### src/shared/dclcd_pkg.sv
// Shared constants and carriers for the dc line command decoder.
// Assumes a single 250 MHz clock and a synchronous active-high reset.
package dclcd_pkg;

  // Clock rate used to turn times into cycle counts
  localparam int CLK_KHZ = 250000;

  // Keying times in milliseconds, as specified
  localparam int T_GND_DELAY_MS = 60;   // Antenna settle before channel ground
  localparam int T_HOLDOVER_MS  = 180;  // Reverse-burst holdover
  localparam int T_ANT_TAIL_MS  = 30;   // Antenna switch turn-off delay

  // Cycle counts (exact multiples at this rate)
  localparam int GND_DELAY_CYC = T_GND_DELAY_MS * CLK_KHZ;
  localparam int HOLDOVER_CYC  = T_HOLDOVER_MS * CLK_KHZ;
  localparam int ANT_TAIL_CYC  = T_ANT_TAIL_MS * CLK_KHZ;
  localparam int CNT_W         = 26;

  // Register bus
  localparam int ADDR_W = 8;
  localparam int DATA_W = 32;
  localparam logic [ADDR_W-1:0] CFG_ADDR   = 8'h00;
  localparam logic [ADDR_W-1:0] STAT_ADDR  = 8'h04;
  localparam logic [ADDR_W-1:0] LATCH_ADDR = 8'h08;

  // Configuration register fields
  localparam int CFG_PAIRED_BIT  = 0;  // paired_freq_select
  localparam int CFG_CODED_BIT   = 1;  // coded squelch station
  localparam int CFG_JUMPER_A    = 2;  // standalone_jumper_a
  localparam int CFG_JUMPER_B    = 3;  // standalone_jumper_b
  localparam int CFG_W           = 4;
  localparam logic [CFG_W-1:0] CFG_RESET = 4'h0;

  // Decoded line current command strobes, one-hot or none
  typedef struct packed {
    logic pos_low;    // +5.5 mA
    logic pos_high;   // +12.5 mA
    logic neg_small;  // -2.5 mA
    logic neg_low;    // -5.5 mA
    logic neg_high;   // -12.5 mA
  } dclcd_cmd_s;

  // Transmitter keying sequence
  typedef enum logic [2:0] {
    KEY_IDLE,
    KEY_SETTLE,
    KEY_ON,
    KEY_HOLD,
    KEY_TAIL
  } dclcd_key_e;

endpackage

### src/hdl/dclcd_top.sv
// DC line command decoder: turns decoded line current commands and
// repeater squelch indications into base station control outputs.
// Assumes command strobes and receiver indications arrive asynchronously
// and are synchronised here; registers sit on a plain strobe port.
`timescale 1ns/1ps
`default_nettype none

// Operation
// (RULE1) High positive command keys channel two
// (RULE2) Negative low command mutes receiver two
// (RULE3) Channel-two turn-on releases receiver-two mute
// (RULE4) Negative small command disables coded squelch
// (RULE5) Any transmit command clears squelch disable
// (RULE6) Paired: positive low sets receiver one
// (RULE7) Paired: positive high sets receiver two
// (RULE8) Receiver latches reset each other
// (RULE9) Receiver latches hold after current removed
// (RULE10) Negative high keys channel one, paging low
// (RULE11) Paging low inhibits coded tone encoder
// (RULE12) Positive low keys with coded tone
// (RULE13) Squelch gate keys on quieted, tone
// (RULE14) Repeater keying drives supplies and mute
// (RULE15) Push-to-talk control grounds channel one
// (RULE16) Standalone: keyed supply drives element ground
// (RULE17) Exciter audio blocked without push-to-talk control
// (RULE18) Line keying overrides repeater keying
// (RULE19) Set-up command raises repeater enable
// (RULE20) Knockdown command lowers repeater enable
// (RULE21) Channel ground delayed 60 ms
// (RULE22) Supply and ground hold 180 ms
// (RULE23) Antenna mute held 30 ms after
// (RULE24) Front end presents one-hot command strobes
module dclcd_top
  import dclcd_pkg::*;
#(
  parameter logic [CNT_W-1:0] GND_DELAY = CNT_W'(GND_DELAY_CYC),
  parameter logic [CNT_W-1:0] HOLDOVER  = CNT_W'(HOLDOVER_CYC),
  parameter logic [CNT_W-1:0] ANT_TAIL  = CNT_W'(ANT_TAIL_CYC)
) (
  // Clock and reset
  input  wire logic              ref_clk,
  input  wire logic              srst,
  // Line command strobes and receiver indications (asynchronous)
  input  wire dclcd_cmd_s        line_cmd,
  input  wire logic              rx_quieted,
  input  wire logic              tone_ok,
  // Register port
  input  wire logic [ADDR_W-1:0] reg_addr,
  input  wire logic [DATA_W-1:0] reg_wdata,
  input  wire logic              reg_wr,
  input  wire logic              reg_rd,
  output logic      [DATA_W-1:0] reg_rdata,
  // Transmitter control
  output logic                   ptt_n,
  output logic                   tx_channel_one_n,
  output logic                   tx_channel_two_n,
  output logic                   keyed_supply,
  output logic                   delayed_keyed_supply,
  output logic                   exciter_power,
  output logic                   ant_mute_n,
  output logic                   tx_code_inhibit_n,
  output logic                   coded_squelch_tone,
  // Receiver control
  output logic                   rx_channel_one_n,
  output logic                   rx_channel_two_n,
  output logic                   rx_two_silence,
  output logic                   squelch_disable,
  // Repeater control
  output logic                   repeater_enable,
  output logic                   ptt_control,
  output logic                   element_ground_switch,
  output logic                   exciter_audio_gate,
  output logic                   repeat_audio_gate
);

  // Two-stage synchronisers; only stage two is read by logic
  logic [6:0] sync_a;
  logic [6:0] sync_b;
  always_ff @(posedge ref_clk) begin
    if (srst) begin
      sync_a <= 7'h00;
      sync_b <= 7'h00;
    end else begin
      sync_a <= {line_cmd, rx_quieted, tone_ok};
      sync_b <= sync_a;
    end
  end

  dclcd_cmd_s cmd;
  logic       quieted;
  logic       tone_good;
  assign cmd       = sync_b[6:2];
  assign quieted   = sync_b[1];
  assign tone_good = sync_b[0];

  // Configuration register
  logic [CFG_W-1:0] cfg;
  logic             paired;
  logic             coded_station;
  logic             standalone;
  assign paired        = cfg[CFG_PAIRED_BIT];
  assign coded_station = cfg[CFG_CODED_BIT];
  assign standalone    = cfg[CFG_JUMPER_A] & cfg[CFG_JUMPER_B];

  always_ff @(posedge ref_clk) begin
    if (srst) begin
      cfg <= CFG_RESET;
    end else if (reg_wr && reg_addr == CFG_ADDR) begin
      cfg <= reg_wdata[CFG_W-1:0];
    end
  end

  // Line keying: any transmit command acts as line push-to-talk
  logic line_ptt;
  assign line_ptt = cmd.pos_low | cmd.pos_high | cmd.neg_high;

  // Latched station functions
  logic silence;
  logic rep_en;
  logic sq_dis;
  logic rx_one;
  logic rx_two;

  // Receiver-two mute: knockdown sets it, channel-two turn-on releases
  always_ff @(posedge ref_clk) begin
    if (srst) begin
      silence <= 1'b0;
    end else if (cmd.neg_low) begin
      silence <= 1'b1; // RULE2
    end else if (cmd.pos_high) begin
      silence <= 1'b0; // RULE3
    end
  end

  // Repeater enable: set-up raises, knockdown lowers
  always_ff @(posedge ref_clk) begin
    if (srst) begin
      rep_en <= 1'b0;
    end else if (cmd.pos_high) begin
      rep_en <= 1'b1; // RULE19
    end else if (cmd.neg_low) begin
      rep_en <= 1'b0; // RULE20
    end
  end

  // Coded squelch disable; a new disable command wins over a clear
  always_ff @(posedge ref_clk) begin
    if (srst) begin
      sq_dis <= 1'b0;
    end else if (cmd.neg_small) begin
      sq_dis <= 1'b1; // RULE4
    end else if (line_ptt) begin
      sq_dis <= 1'b0; // RULE5
    end
  end

  // Paired receiver latches survive loss of line current
  always_ff @(posedge ref_clk) begin
    if (srst) begin
      rx_one <= 1'b0;
      rx_two <= 1'b0;
    end else if (paired && cmd.pos_low) begin
      rx_one <= 1'b1; // RULE6
      rx_two <= 1'b0; // RULE8
    end else if (paired && cmd.pos_high) begin
      rx_two <= 1'b1; // RULE7
      rx_one <= 1'b0; // RULE8
    end
    // Otherwise both hold (RULE9)
  end

  // Squelch gate; line keying takes priority over repeat
  logic gate_open;
  logic rep_ptt;
  assign gate_open = quieted & (~coded_station | tone_good); // RULE13
  assign rep_ptt   = gate_open & rep_en & ~line_ptt;         // RULE18 RULE20

  // Combined keying request drives supplies (RULE14)
  logic key_req;
  assign key_req = line_ptt | rep_ptt; // RULE15

  // Channel two chosen only by line command; repeat always uses one
  logic chan_two;
  always_ff @(posedge ref_clk) begin
    if (srst) begin
      chan_two <= 1'b0;
    end else if (line_ptt) begin
      chan_two <= cmd.pos_high; // RULE1
    end else if (rep_ptt) begin
      chan_two <= 1'b0; // RULE15
    end
  end

  // Paging: follows the negative high command while it stands; a latched
  // copy would leak into the next repeater keying as a stray inhibit pulse
  logic paging;
  assign paging = cmd.neg_high; // RULE10

  // Keying sequence: settle, on, holdover, antenna tail
  dclcd_key_e       state;
  dclcd_key_e       next_state;
  logic [CNT_W-1:0] cnt;
  logic [CNT_W-1:0] next_cnt;
  logic             grounded;

  always_comb begin
    next_state = state;
    next_cnt   = cnt + CNT_W'(1);
    case (state)
      KEY_IDLE: begin
        next_cnt = '0;
        if (key_req) begin
          next_state = KEY_SETTLE;
        end
      end
      KEY_SETTLE: begin
        if (!key_req) begin
          next_state = KEY_HOLD;
          next_cnt   = '0;
        end else if (cnt == GND_DELAY - CNT_W'(1)) begin
          next_state = KEY_ON; // RULE21
          next_cnt   = '0;
        end
      end
      KEY_ON: begin
        next_cnt = '0;
        if (!key_req) begin
          next_state = KEY_HOLD; // RULE22
        end
      end
      KEY_HOLD: begin
        if (key_req) begin
          next_state = grounded ? KEY_ON : KEY_SETTLE;
          next_cnt   = '0;
        end else if (cnt == HOLDOVER - CNT_W'(1)) begin
          next_state = KEY_TAIL; // RULE22
          next_cnt   = '0;
        end
      end
      KEY_TAIL: begin
        if (key_req) begin
          next_state = KEY_SETTLE;
          next_cnt   = '0;
        end else if (cnt == ANT_TAIL - CNT_W'(1)) begin
          next_state = KEY_IDLE; // RULE23
          next_cnt   = '0;
        end
      end
      default: begin
        next_state = KEY_IDLE;
        next_cnt   = '0;
      end
    endcase
  end

  always_ff @(posedge ref_clk) begin
    if (srst) begin
      state <= KEY_IDLE;
      cnt   <= '0;
    end else begin
      state <= next_state;
      cnt   <= next_cnt;
    end
  end

  // Remembers the ground was given so holdover keeps it
  always_ff @(posedge ref_clk) begin
    if (srst) begin
      grounded <= 1'b0;
    end else if (state == KEY_ON) begin
      grounded <= 1'b1;
    end else if (state == KEY_IDLE || state == KEY_TAIL) begin
      grounded <= 1'b0;
    end
  end

  // Derived control levels
  logic supply_live;
  logic gnd_live;
  logic esw;
  assign supply_live = (state == KEY_SETTLE) | (state == KEY_ON) | (state == KEY_HOLD);
  assign gnd_live    = (state == KEY_ON) | ((state == KEY_HOLD) & grounded);
  // Standalone jumpers let keyed supply or its delayed copy ground channel one
  assign esw         = standalone & (key_req | supply_live); // RULE16

  // All pin outputs come from flip-flops, one cycle behind the logic
  always_ff @(posedge ref_clk) begin
    if (srst) begin
      ptt_n                 <= 1'b1;
      tx_channel_one_n      <= 1'b1;
      tx_channel_two_n      <= 1'b1;
      keyed_supply          <= 1'b0;
      delayed_keyed_supply  <= 1'b0;
      exciter_power         <= 1'b0;
      ant_mute_n            <= 1'b1;
      tx_code_inhibit_n     <= 1'b1;
      coded_squelch_tone    <= 1'b0;
      rx_channel_one_n      <= 1'b1;
      rx_channel_two_n      <= 1'b1;
      rx_two_silence        <= 1'b0;
      squelch_disable       <= 1'b0;
      repeater_enable       <= 1'b0;
      ptt_control           <= 1'b0;
      element_ground_switch <= 1'b0;
      exciter_audio_gate    <= 1'b0;
      repeat_audio_gate     <= 1'b0;
    end else begin
      ptt_n                 <= ~key_req;                                   // RULE1
      tx_channel_one_n      <= ~((gnd_live & ~chan_two) | esw);            // RULE15
      tx_channel_two_n      <= ~(gnd_live & chan_two);                     // RULE1
      keyed_supply          <= key_req;                                    // RULE14
      delayed_keyed_supply  <= supply_live;                                // RULE22
      exciter_power         <= supply_live;                                // RULE14
      ant_mute_n            <= (state == KEY_IDLE) & ~key_req;             // RULE23
      tx_code_inhibit_n     <= ~(paging & key_req);                        // RULE10
      coded_squelch_tone    <= coded_station & key_req & ~paging;          // RULE11 RULE12
      rx_channel_one_n      <= ~rx_one;
      rx_channel_two_n      <= ~rx_two;
      rx_two_silence        <= silence;
      squelch_disable       <= sq_dis;                                     // RULE4
      repeater_enable       <= rep_en;
      ptt_control           <= rep_ptt;                                    // RULE18
      element_ground_switch <= esw;
      exciter_audio_gate    <= rep_ptt;                                    // RULE17
      repeat_audio_gate     <= rep_ptt;                                    // RULE17
    end
  end

  // Register read: data stands only in the cycle after the strobe
  always_ff @(posedge ref_clk) begin
    if (srst) begin
      reg_rdata <= '0;
    end else if (reg_rd) begin
      case (reg_addr)
        CFG_ADDR:   reg_rdata <= DATA_W'(cfg);
        STAT_ADDR:  reg_rdata <= DATA_W'({gnd_live, supply_live, chan_two, paging, rep_ptt, line_ptt, state});
        LATCH_ADDR: reg_rdata <= DATA_W'({rep_en, sq_dis, silence, rx_two, rx_one});
        default:    reg_rdata <= '0;
      endcase
    end else begin
      reg_rdata <= '0;
    end
  end

  // Checks on the decoder's own behaviour
  a_rx_latch_excl: assert property (@(posedge ref_clk) disable iff (srst) // RULE8
    !(!rx_channel_one_n && !rx_channel_two_n))
    else $error("both receiver channel latches set");

  a_silence_set: assert property (@(posedge ref_clk) disable iff (srst) // RULE2
    cmd.neg_low |=> ##1 rx_two_silence)
    else $error("receiver-two mute not set after knockdown");

  a_silence_release: assert property (@(posedge ref_clk) disable iff (srst) // RULE3
    cmd.pos_high |=> ##1 !rx_two_silence)
    else $error("receiver-two mute not released by channel two");

  a_squelch_clear: assert property (@(posedge ref_clk) disable iff (srst) // RULE5
    (line_ptt && !cmd.neg_small) |=> ##1 !squelch_disable)
    else $error("squelch disable not cleared by keying");

  a_line_priority: assert property (@(posedge ref_clk) disable iff (srst) // RULE18
    line_ptt |=> !ptt_control && !exciter_audio_gate)
    else $error("repeater keying during line keying");

  a_ground_delay: assert property (@(posedge ref_clk) disable iff (srst) // RULE21
    (state == KEY_IDLE && key_req) |=> (!gnd_live) [*8])
    else $error("channel ground before settle delay");

  a_holdover: assert property (@(posedge ref_clk) disable iff (srst) // RULE22
    (state == KEY_ON && !key_req) |=> (supply_live && gnd_live) [*8])
    else $error("supply or ground dropped early in holdover");

  a_tail_mute: assert property (@(posedge ref_clk) disable iff (srst) // RULE23
    $fell(supply_live) && !key_req |-> ##1 !ant_mute_n && !exciter_power)
    else $error("antenna mute released with exciter power");

  a_page_inhibit: assert property (@(posedge ref_clk) disable iff (srst) // RULE11
    cmd.neg_high |=> !tx_code_inhibit_n && !coded_squelch_tone)
    else $error("coded tone sent while paging");

  a_rdata_idle: assert property (@(posedge ref_clk) disable iff (srst)
    !reg_rd |=> reg_rdata == '0)
    else $error("read data outside read cycle");

endmodule

`default_nettype wire

### config.mk
export PLATFORM = sky130hd
export DESIGN_NAME = dclcd_top
export DESIGN_NICKNAME = d
export VERILOG_FILES = /design/src/shared/dclcd_pkg.sv /design/src/hdl/dclcd_top.sv
export SDC_FILE = /design/constraint.sdc
export NUM_CORES = 1
export LEC_CHECK = 0
export ABC_AREA = 1
export BUFFER_PORTS_ARGS = -buffer_cell sky130_fd_sc_hd__buf_2
export CAP_MARGIN = 25
export CORE_MARGIN = 2
export CORE_UTILIZATION = 52
export DETAILED_ROUTE_END_ITERATION = 16
export PLACE_DENSITY = 0.87
export SKIP_LAST_GASP = 1
export SYNTH_ARGS = -nofsm -noshare
export SYNTH_HDL_FRONTEND = slang
export SYNTH_SLANG_ARGS = --single-unit
### constraint.sdc
create_clock -name ref_clk -period 2.2 [get_ports ref_clk]
set_clock_uncertainty 0.05 [all_clocks]
set_input_delay 0.11 -clock ref_clk [delete_from_list [all_inputs] [get_ports ref_clk]]
set_output_delay 0.11 -clock ref_clk [all_outputs]
set_load 0.01 [all_outputs]
Word-level counts from Yosys, hierarchy flattened
Cells that the tools add are included.
- flip-flop bits (word level): 101
- latch bits: 0
- memory bits (writable): 0
- memory bits (read-only): 0
- word-level logic and storage cells: 119
- memories kept: 0
- $add $sub $neg: 1
- multipliers: 0
- div/mod/pow operators: 0
- $lt $le $gt $ge: 0
- eq/ne operators: 14
- shift operators: 0
- mux-type cells: 30
- bitwise gates (word level): 32
- reduce and logical (&&, ||, !) cells: 14
- operators by type and width (operator ; number):
    $mux W26 ; 6
    $pmux W26 S3 ; 1
    $pmux W9 S3 ; 1
    $add A26 B1 Y26 const B ; 1
    $eq A26 B23 Y1 const B ; 1
    $eq A26 B24 Y1 const B ; 1
    $eq A26 B26 Y1 const B ; 1
    $mux W3 ; 8
    $pmux W3 S5 ; 1
    $and A1 B1 Y1 ; 12
    $mux W1 ; 12
    $not A1 Y1 ; 11
    $reduce_bool A2 Y1 ; 5
    $ne A3 B3 Y1 const B ; 3
    $or A1 B1 Y1 ; 9
    $eq A8 B3 Y1 const B ; 1
    $eq A8 B4 Y1 const B ; 1
    $logic_not A8 Y1 ; 1
    $eq A3 B2 Y1 const B ; 2
    $reduce_and A5 Y1 ; 1
    $ne A2 B2 Y1 const B ; 2
    $reduce_or A2 Y1 ; 2
    $eq A3 B1 Y1 const B ; 1
    $eq A3 B3 Y1 const B ; 1
    4 further kinds ; 6

Logic depth before layout (Yosys ltp)
- depth after elaboration: 10
- mapped depth: 12

Least setup slack after synthesis
Ideal clock, no wire load.
- kind: reg2reg
- start point: reg cnt[0]
- end point: reg cnt[20]
- library setup time: 121 ps
- arrival: 1413 ps
- data required time: 2029 ps
- setup slack: 616 ps
- stages on the path, launching flop included: 11
- period minus slack after synthesis: 1584 ps
- cells stage by stage: dfxtp_1 > ha_1 > nand2_1 > nor2_2 > nand2_1 > nor2_1 > inv_2 > nor2_2 > nand3_2 > nor3_1 > nor3_2
- cells in the longest elaborated chain, start to end: 4
- elaborated cells between the ends (all ways): 11
- RTL lines (what ; RTL line ; RTL):
    start: declaration ; dclcd_top.sv:202 ; logic [CNT_W-1:0] cnt;
    start signal: assignment ; dclcd_top.sv:262 ; cnt <= next_cnt;
    $add A26 B1 Y26, or another cell as far along ; dclcd_top.sv:208 ; next_cnt = cnt + CNT_W'(1);
    $mux W26 (on tied branches) ; dclcd_top.sv:244, dclcd_top.sv:220, dclcd_top.sv:235 ;
    $mux W26 (on tied branches) ; dclcd_top.sv:241, dclcd_top.sv:217, dclcd_top.sv:232 ;
    $pmux W26 S3 * ; dclcd_top.sv:209 ; case (state)
Every way passes the cells marked *; elsewhere a longest branch is shown, timed or not.
A chain may end at the register's enable or synchronous reset.

Worst setup path after layout
- start point: reg cnt[0]
- end point: reg cnt[22]
Same word-level chain as after synthesis.

==> summary.txt <==
Finish
  • Register Area: 0.00156 mm^2
  • Share of layout cells above drive strength 1: 0.180
  • Multi-input combinational cell area: 0.00155 mm^2
  • Final instance area: 0.00408 mm^2
  • Antenna cell count: 0
  • Filler instances: slightly below 600
  • Final #Nets: slightly above 600
  • Area growth from synthesis to layout: 14.9%

Pwr
  • Clock power frac: 0.328
  • PD cells: just over 700 mW/mm^2
  • Design internal power: ~2.1 mW
  • Seq pwr share: 0.514
  • Maximum VDD drop: between 0.0004 and 0.0005 V
  • Switching portion of total power: 0.294
  • Combinational share of power: 0.157
  • Switching pwr: 0.870 mW
  • P_leak: around 1.9 nW

Synthesis
  • Post-synth top area cell: dfxtp_1
  • Asr flop ratio synth: 0
  • Ys flop type: dfxtp_1
  • Ys Warns: 0
  • Post-synth top area share: 0.440
  • Post-synth cell types: 36
  • Sequential area share after synthesis: 0.440
  • Post-Synthesis Cells: 490
  • EDFF count, synth: 0
  • Commonest cells in the synthesized netlist: 99 x nor2_1, 91 x nand2_1, 78 x dfxtp_1
  • Top cells by area, synth: dfxtp_1 44%, nor2_1 10%, nand2_1 9.6%
  • Post-Syn Area: 0.00355 mm^2
  • Count leader, synth: nor2_1
  • Post-synthesis register bit count: slightly below 80
  • Avg Inst Size Synth: between 7 and 8 um^2

Critical path
  • Crit. End Element: flop
  • CP max FO: 3
  • Start of the worst register-to-register path: cnt[0]
  • Startpoint types: flop
  • Critical path data arrival time: about 2.0 ns
  • Worst reg-to-reg setup slack: 0.38 ns
  • Data required, critical path: 2.40 ns
  • Reg2reg end: cnt[22]
  • FF-to-FF path depth: 10
  • Crit Path Category: flop to flop

Route
  • Metal-1 WL: between 3000 and 4000 um
  • Max Used Layer: met4
  • Final ANT Viol Nets: 0
  • Met3 WL: approximately 520 um
  • DRT iter0 DRCs: about 250
  • Met2 wire length: approximately 3400 um
  • Total Wirelength: slightly above 7000 um
  • Vias/cell: approximately 4.9
  • Drt pass-1 iters: 8
  • # DRC: 0
  • Via count: roughly 3100
  • WL per Instance: roughly 11 um

Global routing
  • Gr usage total: 0.194
  • Vias in the first global route: 2695
  • First-pass GRT wire length: between 10000 and 15000 um
  • Largest net degree at the start of global routing: 30
  • Antenna violations before repair: 0
  • Grt ovf: 0

STA
  • Sum Neg Setup Slack: 0 ns
  • Fin crit period: approximately 1.8 ns
  • RSZ-0062 raised after global routing: no
  • Final hold violations: 0
  • Fin crit share: 0.827
  • Setup Viol. Count Final: 0
  • Fin. max-slew vios: 0
  • Min Hold Slack: around 0.013 ns
  • Fmax: 0.549 GHz

CTS
  • Post-CTS resize count: 0
  • Clock sinks: 78
  • Clock root buffer: clkbuf_8
  • Clock transition at path regs: ~0.080 ns
  • H-tree depth: 3
  • CTS Hold Bufs: 11
  • Clock Path Buffers: 2
  • TritonCTS clock tree: yes
  • Post-CTS setup buffers: 0
  • Later-pin clock latency in the skew report: between 0.3 and 0.4 ns
  • Num CTS Buffers: 9

Floorplan
  • Die H: around 87 um
  • I/O pins: roughly 100
  • Core area: 0.00668 mm^2
  • Initial Utilization: 0.531
  • Die Footprint: between 0.007 and 0.008 mm^2
  • Core Rows: 30
  • Die width: between 80 and 90 um

Worst hold path
  • HP Class: primary input to flop
  • Hold depth: 3
  • Hold path start: reg_wdata[1]
  • Worst Hold Path EP: cfg[1]

Place
  • Placed Area: approximately 0.0038 mm^2
  • DPL Wire Length: approximately 5300 um
  • RePlAce Congestion: just over 0.9
  • Port bufs: between 40 and 50

Run
  • Max Cap Viol: 0

Run status
  • Status: finished clean
==> power by group through the flow <==
stage                     Sequential, mW  Clock, mW  Combinational, mW
final                               1.52      0.970              0.465
after CTS                           1.52       1.00              0.459
after global routing                1.53       1.05              0.520
after global placement              1.55          0              0.436
after detailed placement            1.55          0              0.441
after floorplan                     1.55          0              0.357
==> cells by family after synthesis <==
family | after synthesis | share of synthesized area
simple gates | 257 | 0.333
buf+inv | 111 | 0.148
flops | 78 | 0.440
compound gates | 33 | 0.0522
xor+xnor | 9 | 0.0222
fa+ha+maj | 1 | 0.00352
other cells | 1 | 0.00106
==> cell type report <==
class / instances / share of cell area
clock buffer: 10 / 0.0337
clock inverter: 6 / 0.0110
inverter: 79 / 0.0727
multi-input combinational: 323 / 0.379
sequential: 78 / 0.383
tap: 80 / 0.0245
timing repair buffer: 65 / 0.0963
==> critical path, cell delays in order (launching register included) <==
cell     delay (ns)
dfxtp_1        0.35
ha_1           0.18
nand2_1        0.11
nor2_2         0.16
nand2_1        0.11
nor2_1         0.17
inv_2          0.08
nor3_2         0.22
nand4_1        0.13
o21ai_0        0.10
nor2_1         0.06
==> cell usage in the layout, fill, tap and decap left out, types with 2 or more instances in the layout <==
| cell | synthesis | final |
|---|---|---|
| xnor2_1 | 2 | 2 |
| buf_2 | 0 | 49 |
| nor2_1 | 99 | 99 |
| o21ai_0 | 12 | 12 |
| inv_2 | 2 | 2 |
| nor3_2 | 9 | 9 |
| clkbuf_8 | 0 | 10 |
| o211ai_1 | 2 | 2 |
| nand3_2 | 3 | 3 |
| nor2_4 | 2 | 2 |
| conb_1 | 1 | 23 |
| a31oi_1 | 2 | 2 |
| nand2_2 | 6 | 6 |
| clkinvlp_4 | 0 | 3 |
| a21oi_1 | 12 | 12 |
| nand3_1 | 18 | 18 |
| nand4_1 | 5 | 5 |
| nor3_4 | 2 | 2 |
| nand2_1 | 91 | 91 |
| nor2_2 | 4 | 4 |
| dlygate4sd3_1 | 0 | 11 |
| dfxtp_1 | 78 | 78 |
| xor2_1 | 7 | 7 |
| nor3_1 | 12 | 12 |
| inv_1 | 77 | 77 |
| buf_4 | 27 | 5 |
==> stage by stage <==
stage | utilization | setup WS [ns] | instances | power, mW
final | 0.610 | 0.380 | 641 | 2.95
after global placement | 0.567 | 0.466 | 614 | 1.98
after global routing | 0.610 | 0.144 | 641 | 3.10
after CTS | 0.610 | 0.384 | 641 | 2.98
after floorplan | - | 0.616 | 512 | 1.91
after detailed placement | 0.567 | 0.401 | 614 | 1.99
==> how the worst max path moves through the flow <==
stage	slack (ns)	cells past startpoint	from	to
2_1_floorplan	0.62	10	cnt[0]	cnt[20]
3_3_place_gp	0.47	10	cnt[0]	cnt[20]
3_5_place_dp	0.40	10	cnt[0]	cnt[20]
4_1_cts	0.38	10	cnt[0]	cnt[20]
5_1_grt	0.14	12	cnt[0]	cnt[12]
6_report	0.38	10	cnt[0]	cnt[22]
==> layer usage <==
| layer | vias to the layer above | GRT usage |
|---|---|---|
| met5 | - | 0 |
| met4 | 0 | 0.112 |
| met3 | 21 | 0.0352 |
| met2 | 150 | 0.305 |
| met1 | 1376 | 0.249 |
| li1 | 1588 | - |
==> sequential cells by signal, summed over array words and instances (netlist names), 3 cells and up <==
signal and cells:
cfg 4, cnt 26, reg_rdata 9, state 3
sync_a 7, sync_b 7
No activity file was read; power rests on OpenSTA's default activity.
